**src/mlsfc_pkg.sv**
```systemverilog
package mlsfc_pkg;
    localparam logic [7:0]  CFG_OFFSET    = 8'h94;
    localparam logic [31:0] CFG_RESET     = 32'h0000_0000;

    localparam int ABN_EN_BIT    = 30;
    localparam int SYNC_EN_BIT   = 29;
    localparam int NOMTR_EN_BIT  = 28;
    localparam int ABN_THR_HI    = 27;
    localparam int ABN_THR_LO    = 24;
    localparam int SYNC_CNT_HI   = 23;
    localparam int SYNC_CNT_LO   = 21;
    localparam int NOMTR_HI      = 20;
    localparam int NOMTR_LO      = 18;
    localparam int OV_MODE_BIT   = 17;
    localparam int MAXV_HI       = 16;
    localparam int MAXV_LO       = 14;
    localparam int UV_MODE_BIT   = 13;
    localparam int MINV_HI       = 12;
    localparam int MINV_LO       = 10;
    localparam int RETRY_HI      = 9;
    localparam int RETRY_LO      = 7;
    localparam int MINSPD_HI     = 6;
    localparam int MINSPD_LO     = 4;
    localparam int RATIO_HI      = 3;
    localparam int RATIO_LO      = 2;
    localparam int DUTY_HI       = 1;
    localparam int DUTY_LO       = 0;

    // abnormal speed threshold in Hz per code step
    localparam logic [11:0] ABN_STEP_HZ   = 12'h0FA;
    localparam logic [3:0]  SYNC_BASE     = 4'h2;
    localparam logic [3:0]  RATIO_STEP    = 4'h2;

    // sense voltage in microvolts
    localparam logic [15:0] NOMTR_UV [8] = '{16'h1388, 16'h1D4C, 16'h2710,
        16'h30D4, 16'h4E20, 16'h61A8, 16'h7530, 16'h9C40};
    // supply limits in tenths of a volt, zero means no limit
    localparam logic [9:0]  MAXV_DV [8] = '{10'h000, 10'h0C8, 10'h0FA,
        10'h12C, 10'h15E, 10'h190, 10'h1F4, 10'h258};
    localparam logic [9:0]  MINV_DV [8] = '{10'h000, 10'h03C, 10'h046,
        10'h050, 10'h05A, 10'h064, 10'h078, 10'h096};
    // retry attempts, zero means unlimited
    localparam logic [4:0]  RETRY_N [8] = '{5'h00, 5'h02, 5'h03, 5'h05,
        5'h07, 5'h0A, 5'h0F, 5'h14};
    // minimum lock speed in tenths of a Hz
    localparam logic [7:0]  MINSPD_DHZ [8] = '{8'h05, 8'h0A, 8'h14, 8'h1E,
        8'h32, 8'h64, 8'h96, 8'hFA};
    // zero-speed duty in tenths of a percent
    localparam logic [4:0]  DUTY_PM [4] = '{5'h0A, 5'h0F, 5'h14, 5'h19};

    localparam logic [3:0]  MODE_RETRY_MIN = 4'h4;
    localparam logic [3:0]  MODE_REPORT    = 4'h8;

    localparam int RETRY_TIME_MS   = 100;
    localparam int CYCLES_PER_MS   = 250000;
    localparam int RETRY_CYCLES_DEF = RETRY_TIME_MS * CYCLES_PER_MS;

    typedef enum logic [1:0] {
        LK_IDLE,
        LK_LATCHED,
        LK_RETRY_WAIT
    } mlsfc_lock_state_t;
endpackage

```
**src/mlsfc_lock_gate.sv**
```systemverilog
`timescale 1ns/10ps
module mlsfc_lock_gate #(
    parameter int N = 3
) (
    input  wire logic         clk,
    input  wire logic         nrst,
    input  wire logic [N-1:0] lock_evt,
    input  wire logic [N-1:0] lock_en,
    input  wire logic         cause_clear,
    output logic      [N-1:0] gated_evt_q,
    output logic      [N-1:0] cause_q
);
    import mlsfc_pkg::*;

    if (N < 1) begin : g_chk
        $error("mlsfc_lock_gate needs at least one detector");
    end

    genvar i;
    for (i = 0; i < N; i++) begin : g_det
        // RULE_17: disabled detector masked
        always_ff @(posedge clk) begin
            if (!nrst) begin
                gated_evt_q[i] <= 1'b0;
            end else begin
                gated_evt_q[i] <= lock_evt[i] & lock_en[i];
            end
        end

        // set wins over clear so a cause is never lost
        always_ff @(posedge clk) begin
            if (!nrst) begin
                cause_q[i] <= 1'b0;
            end else if (lock_evt[i] & lock_en[i]) begin
                cause_q[i] <= 1'b1;
            end else if (cause_clear) begin
                cause_q[i] <= 1'b0;
            end
        end

        // RULE_17: gating checked
        property p_gate;
            @(posedge clk) disable iff (!nrst)
            gated_evt_q[i] |-> $past(lock_evt[i]) && $past(lock_en[i]);
        endproperty
        a_gate: assert property (p_gate) // RULE_17
            else $error("gated lock event without enabled source");
    end
endmodule

```
**src/mlsfc_cfg.sv**
```systemverilog
`timescale 1ns/10ps
// Notes on behaviour
// RULE_01: config word at 0x94, 32 bits, all fields zero after reset.
// RULE_02: bit 30 turns abnormal-speed lock detection on or off.
// RULE_03: bit 29 turns loss-of-sync lock detection on or off.
// RULE_04: bit 28 turns no-motor lock detection on or off.
// RULE_05: bits 27:24 give abnormal speed threshold 250 Hz times code plus one.
// RULE_06: bits 23:21 give sync losses before fault: code plus two.
// RULE_07: bits 20:18 pick no-motor sense voltage; current is voltage over gain.
// RULE_08: bit 17 zero latches overvoltage, one auto-clears when back in bounds.
// RULE_09: bits 16:14 pick max supply, code zero means no limit.
// RULE_10: bit 13 zero latches undervoltage, one auto-clears in bounds.
// RULE_11: bits 12:10 pick min supply, code zero means no limit.
// RULE_12: bits 9:7 pick retry attempt limit, code zero unlimited.
// RULE_13: bits 6:4 pick minimum speed below which lock triggers.
// RULE_14: bits 3:2 pick speed jump ratio 2, 4, 6 or 8.
// RULE_15: bits 1:0 pick duty below which target speed is zero.
// RULE_16: on lock, act per response mode: latch, retry, report or ignore.
// RULE_17: a disabled detector never raises lock fault or fault output.
module mlsfc_cfg #(
    parameter int RETRY_CYCLES = mlsfc_pkg::RETRY_CYCLES_DEF
) (
    input  wire logic        clk,
    input  wire logic        nrst,
    input  wire logic        reg_wr,
    input  wire logic        reg_rd,
    input  wire logic [7:0]  reg_addr,
    input  wire logic [31:0] reg_wdata,
    output logic      [31:0] reg_rdata_q,
    output logic             reg_rvalid_q,
    input  wire logic        abn_speed_evt,
    input  wire logic        sync_loss_evt,
    input  wire logic        no_motor_evt,
    input  wire logic [3:0]  lock_response_mode,
    input  wire logic        fault_clear,
    input  wire logic [9:0]  supply_dv,
    output logic             abnormal_speed_lock_enable,
    output logic             sync_loss_lock_enable,
    output logic             no_motor_lock_enable,
    output logic      [11:0] abnormal_speed_threshold,
    output logic      [3:0]  sync_loss_count,
    output logic      [15:0] no_motor_current_threshold,
    output logic      [9:0]  max_running_supply,
    output logic      [9:0]  min_running_supply,
    output logic      [4:0]  retry_limit,
    output logic      [7:0]  min_lock_speed,
    output logic      [3:0]  speed_jump_ratio,
    output logic      [4:0]  zero_speed_duty_threshold,
    output logic      [2:0]  lock_cause_q,
    output logic             lock_fault_q,
    output logic             lock_report_q,
    output logic      [1:0]  bridge_action_q,
    output logic             ov_fault_q,
    output logic             uv_fault_q,
    output logic             fault_output_low_q
);
    import mlsfc_pkg::*;

    if (RETRY_CYCLES < 1) begin : g_chk
        $error("RETRY_CYCLES must be at least one");
    end

    logic [31:0]       cfg_q;
    logic [2:0]        gated_evt_q;
    logic              any_evt;
    mlsfc_lock_state_t state_q;
    mlsfc_lock_state_t state_d;
    logic [31:0]       timer_q;
    logic [4:0]        retry_cnt_q;
    logic              timer_done;
    logic              limit_hit;
    logic              ov_now;
    logic              uv_now;
    logic              ov_d;
    logic              uv_d;

    // RULE_01: register write and reset
    always_ff @(posedge clk) begin
        if (!nrst) begin
            cfg_q <= CFG_RESET;
        end else if (reg_wr && reg_addr == CFG_OFFSET) begin
            cfg_q <= reg_wdata;
        end
    end

    // unmapped addresses read as zero
    always_ff @(posedge clk) begin
        if (!nrst) begin
            reg_rdata_q  <= 32'h0000_0000;
            reg_rvalid_q <= 1'b0;
        end else begin
            reg_rvalid_q <= reg_rd;
            if (reg_rd && reg_addr == CFG_OFFSET) begin
                reg_rdata_q <= cfg_q;
            end else begin
                reg_rdata_q <= 32'h0000_0000;
            end
        end
    end

    // RULE_02: enable bits
    assign abnormal_speed_lock_enable = cfg_q[ABN_EN_BIT];
    // RULE_03: enable bits
    assign sync_loss_lock_enable      = cfg_q[SYNC_EN_BIT];
    // RULE_04: enable bits
    assign no_motor_lock_enable       = cfg_q[NOMTR_EN_BIT];

    // decoded values registered, one cycle behind the word
    always_ff @(posedge clk) begin
        if (!nrst) begin
            abnormal_speed_threshold   <= ABN_STEP_HZ;
            sync_loss_count            <= SYNC_BASE;
            no_motor_current_threshold <= NOMTR_UV[0];
            max_running_supply         <= MAXV_DV[0];
            min_running_supply         <= MINV_DV[0];
            retry_limit                <= RETRY_N[0];
            min_lock_speed             <= MINSPD_DHZ[0];
            speed_jump_ratio           <= RATIO_STEP;
            zero_speed_duty_threshold  <= DUTY_PM[0];
        end else begin
            // RULE_05: threshold step
            abnormal_speed_threshold <= 12'((16'(cfg_q[ABN_THR_HI:ABN_THR_LO])
                + 16'h0001) * 16'(ABN_STEP_HZ));
            // RULE_06: loss count
            sync_loss_count <= 4'(cfg_q[SYNC_CNT_HI:SYNC_CNT_LO]) + SYNC_BASE;
            // RULE_07: sense voltage
            no_motor_current_threshold <= NOMTR_UV[cfg_q[NOMTR_HI:NOMTR_LO]];
            // RULE_09: max supply
            max_running_supply <= MAXV_DV[cfg_q[MAXV_HI:MAXV_LO]];
            // RULE_11: min supply
            min_running_supply <= MINV_DV[cfg_q[MINV_HI:MINV_LO]];
            // RULE_12: retry attempts
            retry_limit <= RETRY_N[cfg_q[RETRY_HI:RETRY_LO]];
            // RULE_13: min speed
            min_lock_speed <= MINSPD_DHZ[cfg_q[MINSPD_HI:MINSPD_LO]];
            // RULE_14: jump ratio
            speed_jump_ratio <= 4'((4'(cfg_q[RATIO_HI:RATIO_LO]) + 4'h1)
                * RATIO_STEP);
            // RULE_15: zero duty
            zero_speed_duty_threshold <= DUTY_PM[cfg_q[DUTY_HI:DUTY_LO]];
        end
    end

    mlsfc_lock_gate #(
        .N (3)
    ) mlsfc_lock_gate_inst (
        .clk         (clk),
        .nrst        (nrst),
        .lock_evt    ({abn_speed_evt, sync_loss_evt, no_motor_evt}),
        .lock_en     ({cfg_q[ABN_EN_BIT], cfg_q[SYNC_EN_BIT],
                       cfg_q[NOMTR_EN_BIT]}),
        .cause_clear (fault_clear),
        .gated_evt_q (gated_evt_q),
        .cause_q     (lock_cause_q)
    );

    // RULE_17: only gated events act
    assign any_evt    = |gated_evt_q;
    assign timer_done = timer_q == 32'(RETRY_CYCLES - 1);
    assign limit_hit  = retry_limit != 5'h00 &&
                        retry_cnt_q + 5'h01 >= retry_limit;

    // RULE_16: lock response sequencing
    always_comb begin
        state_d = state_q;
        case (state_q)
            LK_IDLE: begin
                if (any_evt && lock_response_mode < MODE_RETRY_MIN) begin
                    state_d = LK_LATCHED;
                end else if (any_evt && lock_response_mode < MODE_REPORT) begin
                    state_d = LK_RETRY_WAIT;
                end
            end
            LK_LATCHED: begin
                // a new lock in the clear cycle keeps the fault
                if (fault_clear && !any_evt) begin
                    state_d = LK_IDLE;
                end
            end
            LK_RETRY_WAIT: begin
                if (timer_done) begin
                    state_d = limit_hit ? LK_LATCHED : LK_IDLE;
                end
            end
            default: state_d = LK_IDLE;
        endcase
    end

    always_ff @(posedge clk) begin
        if (!nrst) begin
            state_q <= LK_IDLE;
        end else begin
            state_q <= state_d;
        end
    end

    always_ff @(posedge clk) begin
        if (!nrst) begin
            timer_q <= 32'h0000_0000;
        end else if (state_q == LK_RETRY_WAIT && !timer_done) begin
            timer_q <= timer_q + 32'h0000_0001;
        end else begin
            timer_q <= 32'h0000_0000;
        end
    end

    // attempts count until a clear with the next state idle, as in a quiet latched exit
    always_ff @(posedge clk) begin
        if (!nrst) begin
            retry_cnt_q <= 5'h00;
        end else if (fault_clear && state_d == LK_IDLE) begin
            retry_cnt_q <= 5'h00;
        end else if (state_q == LK_RETRY_WAIT && timer_done) begin
            retry_cnt_q <= retry_cnt_q + 5'h01;
        end
    end

    always_ff @(posedge clk) begin
        if (!nrst) begin
            bridge_action_q <= 2'h0;
            lock_report_q   <= 1'b0;
        end else begin
            if (state_q == LK_IDLE && state_d != LK_IDLE) begin
                bridge_action_q <= lock_response_mode[1:0];
            end
            if (any_evt && lock_response_mode == MODE_REPORT) begin
                lock_report_q <= 1'b1;
            end else if (fault_clear) begin
                lock_report_q <= 1'b0;
            end
        end
    end

    assign ov_now = max_running_supply != 10'h000 &&
                    supply_dv > max_running_supply;
    assign uv_now = min_running_supply != 10'h000 &&
                    supply_dv < min_running_supply;

    // RULE_08: latch or auto clear
    always_comb begin
        if (ov_now) begin
            ov_d = 1'b1;
        end else if (cfg_q[OV_MODE_BIT] || fault_clear) begin
            ov_d = 1'b0;
        end else begin
            ov_d = ov_fault_q;
        end
    end

    // RULE_10: latch or auto clear
    always_comb begin
        if (uv_now) begin
            uv_d = 1'b1;
        end else if (cfg_q[UV_MODE_BIT] || fault_clear) begin
            uv_d = 1'b0;
        end else begin
            uv_d = uv_fault_q;
        end
    end

    always_ff @(posedge clk) begin
        if (!nrst) begin
            ov_fault_q         <= 1'b0;
            uv_fault_q         <= 1'b0;
            lock_fault_q       <= 1'b0;
            fault_output_low_q <= 1'b1;
        end else begin
            ov_fault_q         <= ov_d;
            uv_fault_q         <= uv_d;
            lock_fault_q       <= state_d != LK_IDLE;
            fault_output_low_q <= !((state_d != LK_IDLE) || ov_d || uv_d);
        end
    end

    property p_reset_zero;
        @(posedge clk) !nrst |=> cfg_q == CFG_RESET;
    endproperty
    a_reset_zero: assert property (p_reset_zero) // RULE_01
        else $error("config word not zero after reset");

    property p_rw;
        @(posedge clk) disable iff (!nrst)
        reg_wr && reg_addr == CFG_OFFSET ##1 reg_rd && reg_addr == CFG_OFFSET
        && !reg_wr |=> reg_rvalid_q && reg_rdata_q == $past(reg_wdata, 2);
    endproperty
    a_rw: assert property (p_rw) // RULE_01
        else $error("read back differs from written word");

    property p_abn_thr;
        @(posedge clk) disable iff (!nrst)
        ##1 abnormal_speed_threshold == 12'((16'($past(cfg_q[27:24]))
            + 16'h0001) * 16'h00FA);
    endproperty
    a_abn_thr: assert property (p_abn_thr) // RULE_05
        else $error("abnormal speed threshold decode wrong");

    property p_sync_cnt;
        @(posedge clk) disable iff (!nrst)
        ##1 sync_loss_count == 4'($past(cfg_q[23:21])) + 4'h2;
    endproperty
    a_sync_cnt: assert property (p_sync_cnt) // RULE_06
        else $error("sync loss count decode wrong");

    property p_fault_cause;
        @(posedge clk) disable iff (!nrst)
        $rose(lock_fault_q) |-> $past(any_evt);
    endproperty
    a_fault_cause: assert property (p_fault_cause) // RULE_17
        else $error("lock fault without enabled detector event");

    property p_latched_hold;
        @(posedge clk) disable iff (!nrst)
        state_q == LK_LATCHED && !fault_clear ##1 !fault_clear
        |-> lock_fault_q[*2];
    endproperty
    a_latched_hold: assert property (p_latched_hold) // RULE_16
        else $error("latched lock fault dropped without clear");

    property p_report_only;
        @(posedge clk) disable iff (!nrst)
        state_q == LK_IDLE && any_evt && lock_response_mode == MODE_REPORT
        |=> lock_report_q && !lock_fault_q;
    endproperty
    a_report_only: assert property (p_report_only) // RULE_16
        else $error("report mode misbehaved");

    property p_ov_latch;
        @(posedge clk) disable iff (!nrst)
        ov_fault_q && !cfg_q[17] && !fault_clear |=> ov_fault_q;
    endproperty
    a_ov_latch: assert property (p_ov_latch) // RULE_08
        else $error("latched overvoltage cleared itself");

    property p_uv_auto;
        @(posedge clk) disable iff (!nrst)
        cfg_q[13] && !uv_now |=> !uv_fault_q;
    endproperty
    a_uv_auto: assert property (p_uv_auto) // RULE_10
        else $error("undervoltage did not auto clear");

    property p_fault_pin;
        @(posedge clk) disable iff (!nrst)
        fault_output_low_q == !(lock_fault_q || ov_fault_q || uv_fault_q);
    endproperty
    a_fault_pin: assert property (p_fault_pin) // RULE_16
        else $error("fault output disagrees with faults");

    c_latched: cover property (@(posedge clk) disable iff (!nrst)
        state_q == LK_IDLE ##1 state_q == LK_LATCHED);
    c_retry: cover property (@(posedge clk) disable iff (!nrst)
        state_q == LK_RETRY_WAIT ##1 state_q == LK_IDLE);
    c_ov: cover property (@(posedge clk) disable iff (!nrst)
        $rose(ov_fault_q));
endmodule

```
**config.mk**
```make
export PLATFORM = sky130hd
export DESIGN_NAME = mlsfc_cfg
export DESIGN_NICKNAME = d
export VERILOG_FILES = /design/src/mlsfc_pkg.sv /design/src/mlsfc_lock_gate.sv /design/src/mlsfc_cfg.sv
export SDC_FILE = /design/constraint.sdc
export NUM_CORES = 1
export LEC_CHECK = 0
export ABC_AREA = 1
export BUFFER_PORTS_ARGS = -buffer_cell sky130_fd_sc_hd__buf_2
export CORE_MARGIN = 10
export CORE_UTILIZATION = 40
export DETAILED_ROUTE_END_ITERATION = 8
export GPL_ROUTABILITY_DRIVEN = 0
export MAX_ROUTING_LAYER = met4
export SLEW_MARGIN = 20
export SYNTH_ARGS = -nofsm -noshare
export SYNTH_HDL_FRONTEND = slang
export SYNTH_SLANG_ARGS = --single-unit
```
**constraint.sdc**
```tcl
create_clock -name clk -period 6 [get_ports clk]
set_clock_uncertainty 0.15 [all_clocks]
set_input_delay 0.6 -clock clk [delete_from_list [all_inputs] [get_ports clk]]
set_output_delay 0.6 -clock clk [all_outputs]
set_load 0.05 [all_outputs]
```
==> results.cfg, run 1 <==
[setup_path]
cp-start-kind = flip-flop
path_max_fanout = 7
crit_buf_inv = 2
criticalPathCategory = reg2reg
end_kind = flip-flop
critPathArrivalTime_ns = 4.66
reg2reg_to = abnormal_speed_threshold[10]
slowest_delay_ns = 0.59
critPathRequiredTime_ns = 6.22
reg2reg_depth = 15
critPathTopFamily = adder cells
cp_slowest_cell = fa_1
path_cells = ha_1, xor2_1, fa_1, inv_1, fa_1, fa_1, inv_1, ha_1, a21oi_1, nand2_1, nand2_1, nand2_1, a21oi_1, o21ai_0, a21oi_1
critPathLaunch = cfg_q[24]
r2r_start = cfg_q[24]
r2r_slack_ns = 1.56

[sta]
fmax_ghz = 0.2252
period_share_pct = 74.00
rsz0062_at_grt = false
maxSlewHeadroom_pct = 30.95
worst_pin_slew_ns = 1.032
setup_viol = 0
period_needed_ns = 4.440
finalHoldViolCount = 0
worst_slack_ns = 1.560
finalSetupTns_ns = 0
slew_viol_final = 0

[route]
wire_per_inst_um = 14.24
drt_iter0_drc = 298
detail-route-antenna-nets = 0
dr_total_vias = 6592
drt-total-wl_um = 20460
viasPerCell = 4.587
first_pass_iters = 5
drcViolationCount = 0

[logic_synthesis]
synth_area_mm2 = 0.008108
synthAdderAreaFrac_pct = 12.65
yosys-top-cells-count = dfxtp_1 (182), inv_1 (142), nand2_1 (138)
ys.flop_type = dfxtp_1
avgSynthCellArea_um2 = 8.273
synthCells = 980
ys_seq_area_share_pct = 44.94
yosys.area.top_type = dfxtp_1
synthTopCellsByArea = dfxtp_1 (45%), ha_1 (10%), inv_1 (6.6%), nand2_1 (6.4%), nor2_1 (5.3%)
synth.most_common_cell = dfxtp_1
ys_async_sr_fraction_pct = 0
yosys_warnings = 0
ys_ff_latch = 182
synth_top_area_share_pct = 44.94
yosys.cell_types.count = 46
synth_top_family_by_area = simple AND/OR/NAND/NOR gates
synth_edf_count = 0
synthSimpleGateAreaFrac_pct = 20.65
muxShareOfSynthArea_pct = 0
synth_compound_area_share_pct = 10.77
synthXorXnorAreaFrac_pct = 2.052

[grt]
antenna_found_initial = 6
overflow = 0
grt_pass1_wl_um = 33090
grt_usage_pct = 15.92
grt_max_degree = 65
grt_pass1_vias = 6664

[floorplanning]
num_rows = 52
dieWidth_um = 162.4
die-height_um = 162.4
core_mm2 = 0.02010
ios = 182
initial_core_util_pct = 40.33
die-area_mm2 = 0.02636

[clocking]
clockBufferDepth = 2
clkLatencyLatePin_ns = 0.44
htreeDepth = 4
clock-sinks = 182
clkTransAtPathRegs_ns = 0.08
postCtsHoldBufs = 0
ctsResizeCount = 0
cts_setup_buffers = 0
clockRootBuffer = clkbuf_16
cts_tree = yes
numCtsBuffers = 17

[hold_path]
hold_class = in2reg
whs_path_depth = 3
min_to = reg_rvalid_q
hp-start = reg_rd

[pwr]
power_density_mw_per_mm2 = 249.6
p_leak_uw = 0.004292
peakVddDrop_uv = 168.6

[finish]
syn2layout_area_growth_pct = 21.44
seq_area_mm2 = 0.003643
final_cells = 1437
drive_gt1_share_pct = 22.05
final_util_pct = 48.97
multi_input_area_mm2 = 0.003772
nets = 1286
fillers = 1982

[outcome]
outcome = completed

[placed_design]
io_buffers = 173
hpwl_um = 15930
dp.cells = 1399
pre_cts_ws_ns = 1.669

[job]
cap_violations = 0
[worst max-delay path by stage]
stage / to / slack [ns] / depth (start not counted)
floorplan: abnormal_speed_threshold[10] / 2.02 / 15
global placement: abnormal_speed_threshold[10] / 1.70 / 15
detailed placement: abnormal_speed_threshold[10] / 1.67 / 15
CTS: abnormal_speed_threshold[10] / 1.51 / 15
global route: abnormal_speed_threshold[10] / 1.14 / 15
finish: abnormal_speed_threshold[10] / 1.56 / 15
[per-layer routing]
| metal | wire, um | share of wire, % | GRT usage, % |
|---|---|---|---|
| met5 | 0 | 0 | - |
| met4 | 296 | 1.4 | 4.591 |
| met3 | 1516 | 7.4 | 5.940 |
| met2 | 10030 | 49 | 26.44 |
| met1 | 8615 | 42 | 17.53 |
[worst min-delay path, delay by kind of cell]
family                 cells  cell delay (ns)
buffers and inverters      2             0.13
and+or+nand+nor            1             0.04
[cells by family after synthesis]
family                   count (synthesis)
AO/OA/AOI/OAI                          160
XOR/XNOR                                19
adder cells (fa/ha/maj)                 76
buffers and inverters                  179
flip-flops                             182
other                                    1
AND/OR/NAND/NOR                        363
[per-stage QoR]
| step | total power, uW | hold WS, ns | area [um2] |
|---|---|---|---|
| after floorplan | 1292 | 0.2253 | 8134 |
| after global placement | 1320 | 0.2335 | 9184 |
| after detailed placement | 1321 | 0.2509 | 9184 |
| after CTS | 2483 | 0.1959 | 9831 |
| after global routing | 2535 | 0.2265 | 9846 |
| final | 2458 | 0.2070 | 9846 |
[state kept, by name, indices dropped and copies added, names as in the netlist, 2 cells and up]
signal                            flops
min_running_supply                    7
retry_cnt_q                           5
state_q                               2
timer_q                              32
zero_speed_duty_threshold             5
reg_rdata_q                          32
min_lock_speed                        8
max_running_supply                    9
no_motor_current_threshold           13
retry_limit                           5
cfg_q                                32
abnormal_speed_threshold             11
mlsfc_lock_gate_inst.cause_q          3
mlsfc_lock_gate_inst.gated_evt_q      3
speed_jump_ratio                      3
bridge_action_q                       2
sync_loss_count                       4
[cell type report]
type                            count  area share [%]
Clock buffer                       17           4.321
Antenna cell                        6          0.1525
Tap cell                          270           3.431
Sequential cell                   182           37.01
Multi-Input combinational cell    626           38.31
Timing Repair Buffer              175           8.947
Clock inverter                     15           2.249
Inverter                          146           5.579
[report_power, final]
group	leakage, uW	total [uW]	internal [uW]	switching (uW)
clock	0.000306	1170	583	582
combinational	0.00252	82.5	28.0	54.6
sequential	0.00147	1210	1210	1.19
total	0.00429	2460	1820	638
[cell usage in the layout (no fill, tap or decap), drive strengths merged, types with 13 or more instances in the layout]
master and n:
nand2 142, xor2 13, o21ai 59, a21oi 83, nand4 18, nand3 36, buf 175, dfxtp 182
inv 151, clkbuf 17, ha 66, nor2 129, nor3 15
Power figures use the tool's default switching activity.
==> inputs of run 2 (changes only) <==
==> constraint.sdc (replaced) <==
create_clock -name clk -period 3.8 [get_ports clk]
set_clock_uncertainty 0.15 [all_clocks]
set_input_delay 0.38 -clock clk [delete_from_list [all_inputs] [get_ports clk]]
set_output_delay 0.38 -clock clk [all_outputs]
set_load 0.05 [all_outputs]
==> results.cfg, run 2 (synthesized netlist as in run 1, its figures left out) <==
[grt]
overflow = 0
grt_util_met2_pct = 25.78
grt_usage_pct = 16.35
antenna_found_initial = 6
grt_max_degree = 41
met1_usage_pct = 19.16
use_met3_pct = 6.193
grt_pass1_vias = 6602
grt_pass1_wl_um = 33730
top_usage_layer = met2

[floorplanning]
die-height_um = 162.4
dieWidth_um = 162.4
die-area_mm2 = 0.02636
initial_core_util_pct = 40.33
ios = 182
num_rows = 52
core_mm2 = 0.02010

[sta]
slew_viol_final = 0
setup_viol = 0
finalSetupTns_ns = 0
period_share_pct = 93.94
worst_pin_slew_ns = 0.8490
finalHoldViolCount = 0
fmax_ghz = 0.2801
fin_hold_ws_ns = 0.06947
period_needed_ns = 3.570
maxSlewHeadroom_pct = 43.34

[setup_path]
reg2reg_depth = 15
r2r_slack_ns = 0.23
critPathArrivalTime_ns = 3.74
critPathRequiredTime_ns = 3.97
cp-start-kind = flip-flop
reg2reg_to = abnormal_speed_threshold[9]
criticalPathCategory = reg2reg
path_max_fanout = 5
critPathLaunch = cfg_q[24]
end_kind = flip-flop
r2r_start = cfg_q[24]

[finish]
layout_common_cells = dfxtp_1 (179), buf_2 (173), inv_1 (142)
fillers = 1996
final_util_pct = 49.58
syn2layout_area_growth_pct = 22.95
drive_gt1_share_pct = 23.44
nets = 1294
final_cells = 1445
final_common_cell = dfxtp_1
top_regs = cfg_q x32, reg_rdata_q x32, timer_q x32

[clocking]
numCtsBuffers = 17
clockRootBuffer = clkbuf_16
clkTransAtPathRegs_ns = 0.09
htreeDepth = 4
cts_tree = yes
clockBufferDepth = 2
clock-sinks = 182
clkLatencyLatePin_ns = 0.43

[route]
detail-route-antenna-nets = 0
drt_iter0_drc = 345
drcViolationCount = 0
first_pass_iters = 5
drt-total-wl_um = 20920
dr_total_vias = 6655
wire_per_inst_um = 14.48
viasPerCell = 4.606

[hold_path]
whs_path_depth = 3
hp-start = reg_wdata[4]
min_to = cfg_q[4]
hold_class = in2reg

[pwr]
power_density_mw_per_mm2 = 389.2
p_leak_uw = 0.004336
peakVddDrop_uv = 361.3

[placed_design]
dp.cells = 1405
io_buffers = 173
hpwl_um = 16420

[job]
cap_violations = 0

[outcome]
outcome = completed
## run 2: power by group
part           internal (uW)  total, uW  switching [uW]
clock                    920       1840             916
sequential              1910       1910            1.98
combinational           45.8        133            87.4
total                   2870       3880            1010
## run 2: what timing repair did
| item | 4_1_cts | 5_1_grt |
|---|---|---|
| buffers inserted | 0 | 1 |
| hold buffers | 1 | 0 |
| resized for setup | 0 | 12 |
| setup endpoints to repair | 0 | 2 |
| hold endpoints to repair | 1 | 0 |
## run 2: layer usage
| layer | share of wire [%] | up-vias |
|---|---|---|
| li1 | - | 3480 |
| met1 | 44 | 3009 |
| met2 | 47 | 150 |
| met3 | 7.8 | 16 |
| met4 | 1.4 | 0 |
| met5 | 0 | - |
## run 2: worst max path at each step
stage,to,slack [ns],cells after the start
2_1_floorplan,abnormal_speed_threshold[10],0.07,15
3_3_place_gp,abnormal_speed_threshold[10],0.13,16
3_5_place_dp,abnormal_speed_threshold[10],0.08,16
4_1_cts,abnormal_speed_threshold[10],0.05,16
5_1_grt,abnormal_speed_threshold[9],-0.03,15
6_report,abnormal_speed_threshold[9],0.23,15
## run 2: cell type report
cell class	count	area [um2]	area share, %
Multi-Input combinational cell	626	3830	38.42
Antenna cell	6	15.01	0.1506
Inverter	146	549.3	5.510
Clock buffer	17	425.4	4.268
Sequential cell	182	3650	36.61
Tap cell	270	337.8	3.389
Timing Repair Buffer	183	943.4	9.464
Clock inverter	15	217.7	2.184
## run 2: metrics by stage
stage               total power, uW  setup WS (ns)  area [um2]
floorplan                      2040        0.06651        8150
global placement               2086         0.1313        9245
detailed placement             2088        0.07586        9245
CTS                            3919        0.05192        9898
global route                   4008       -0.03025        9968
finish                         3879         0.2304        9968
## run 2: critical path, stage by stage (launching register included)
cell     delay [ns]
dfxtp_2        0.35
ha_2           0.25
xor2_4         0.20
buf_4          0.17
ha_1           0.23
inv_1          0.07
fa_1           0.43
fa_1           0.51
inv_1          0.04
ha_1           0.34
a21oi_2        0.14
nand2_1        0.12
a21oi_1        0.15
o21ai_0        0.12
o21ai_1        0.14
a21oi_1        0.05
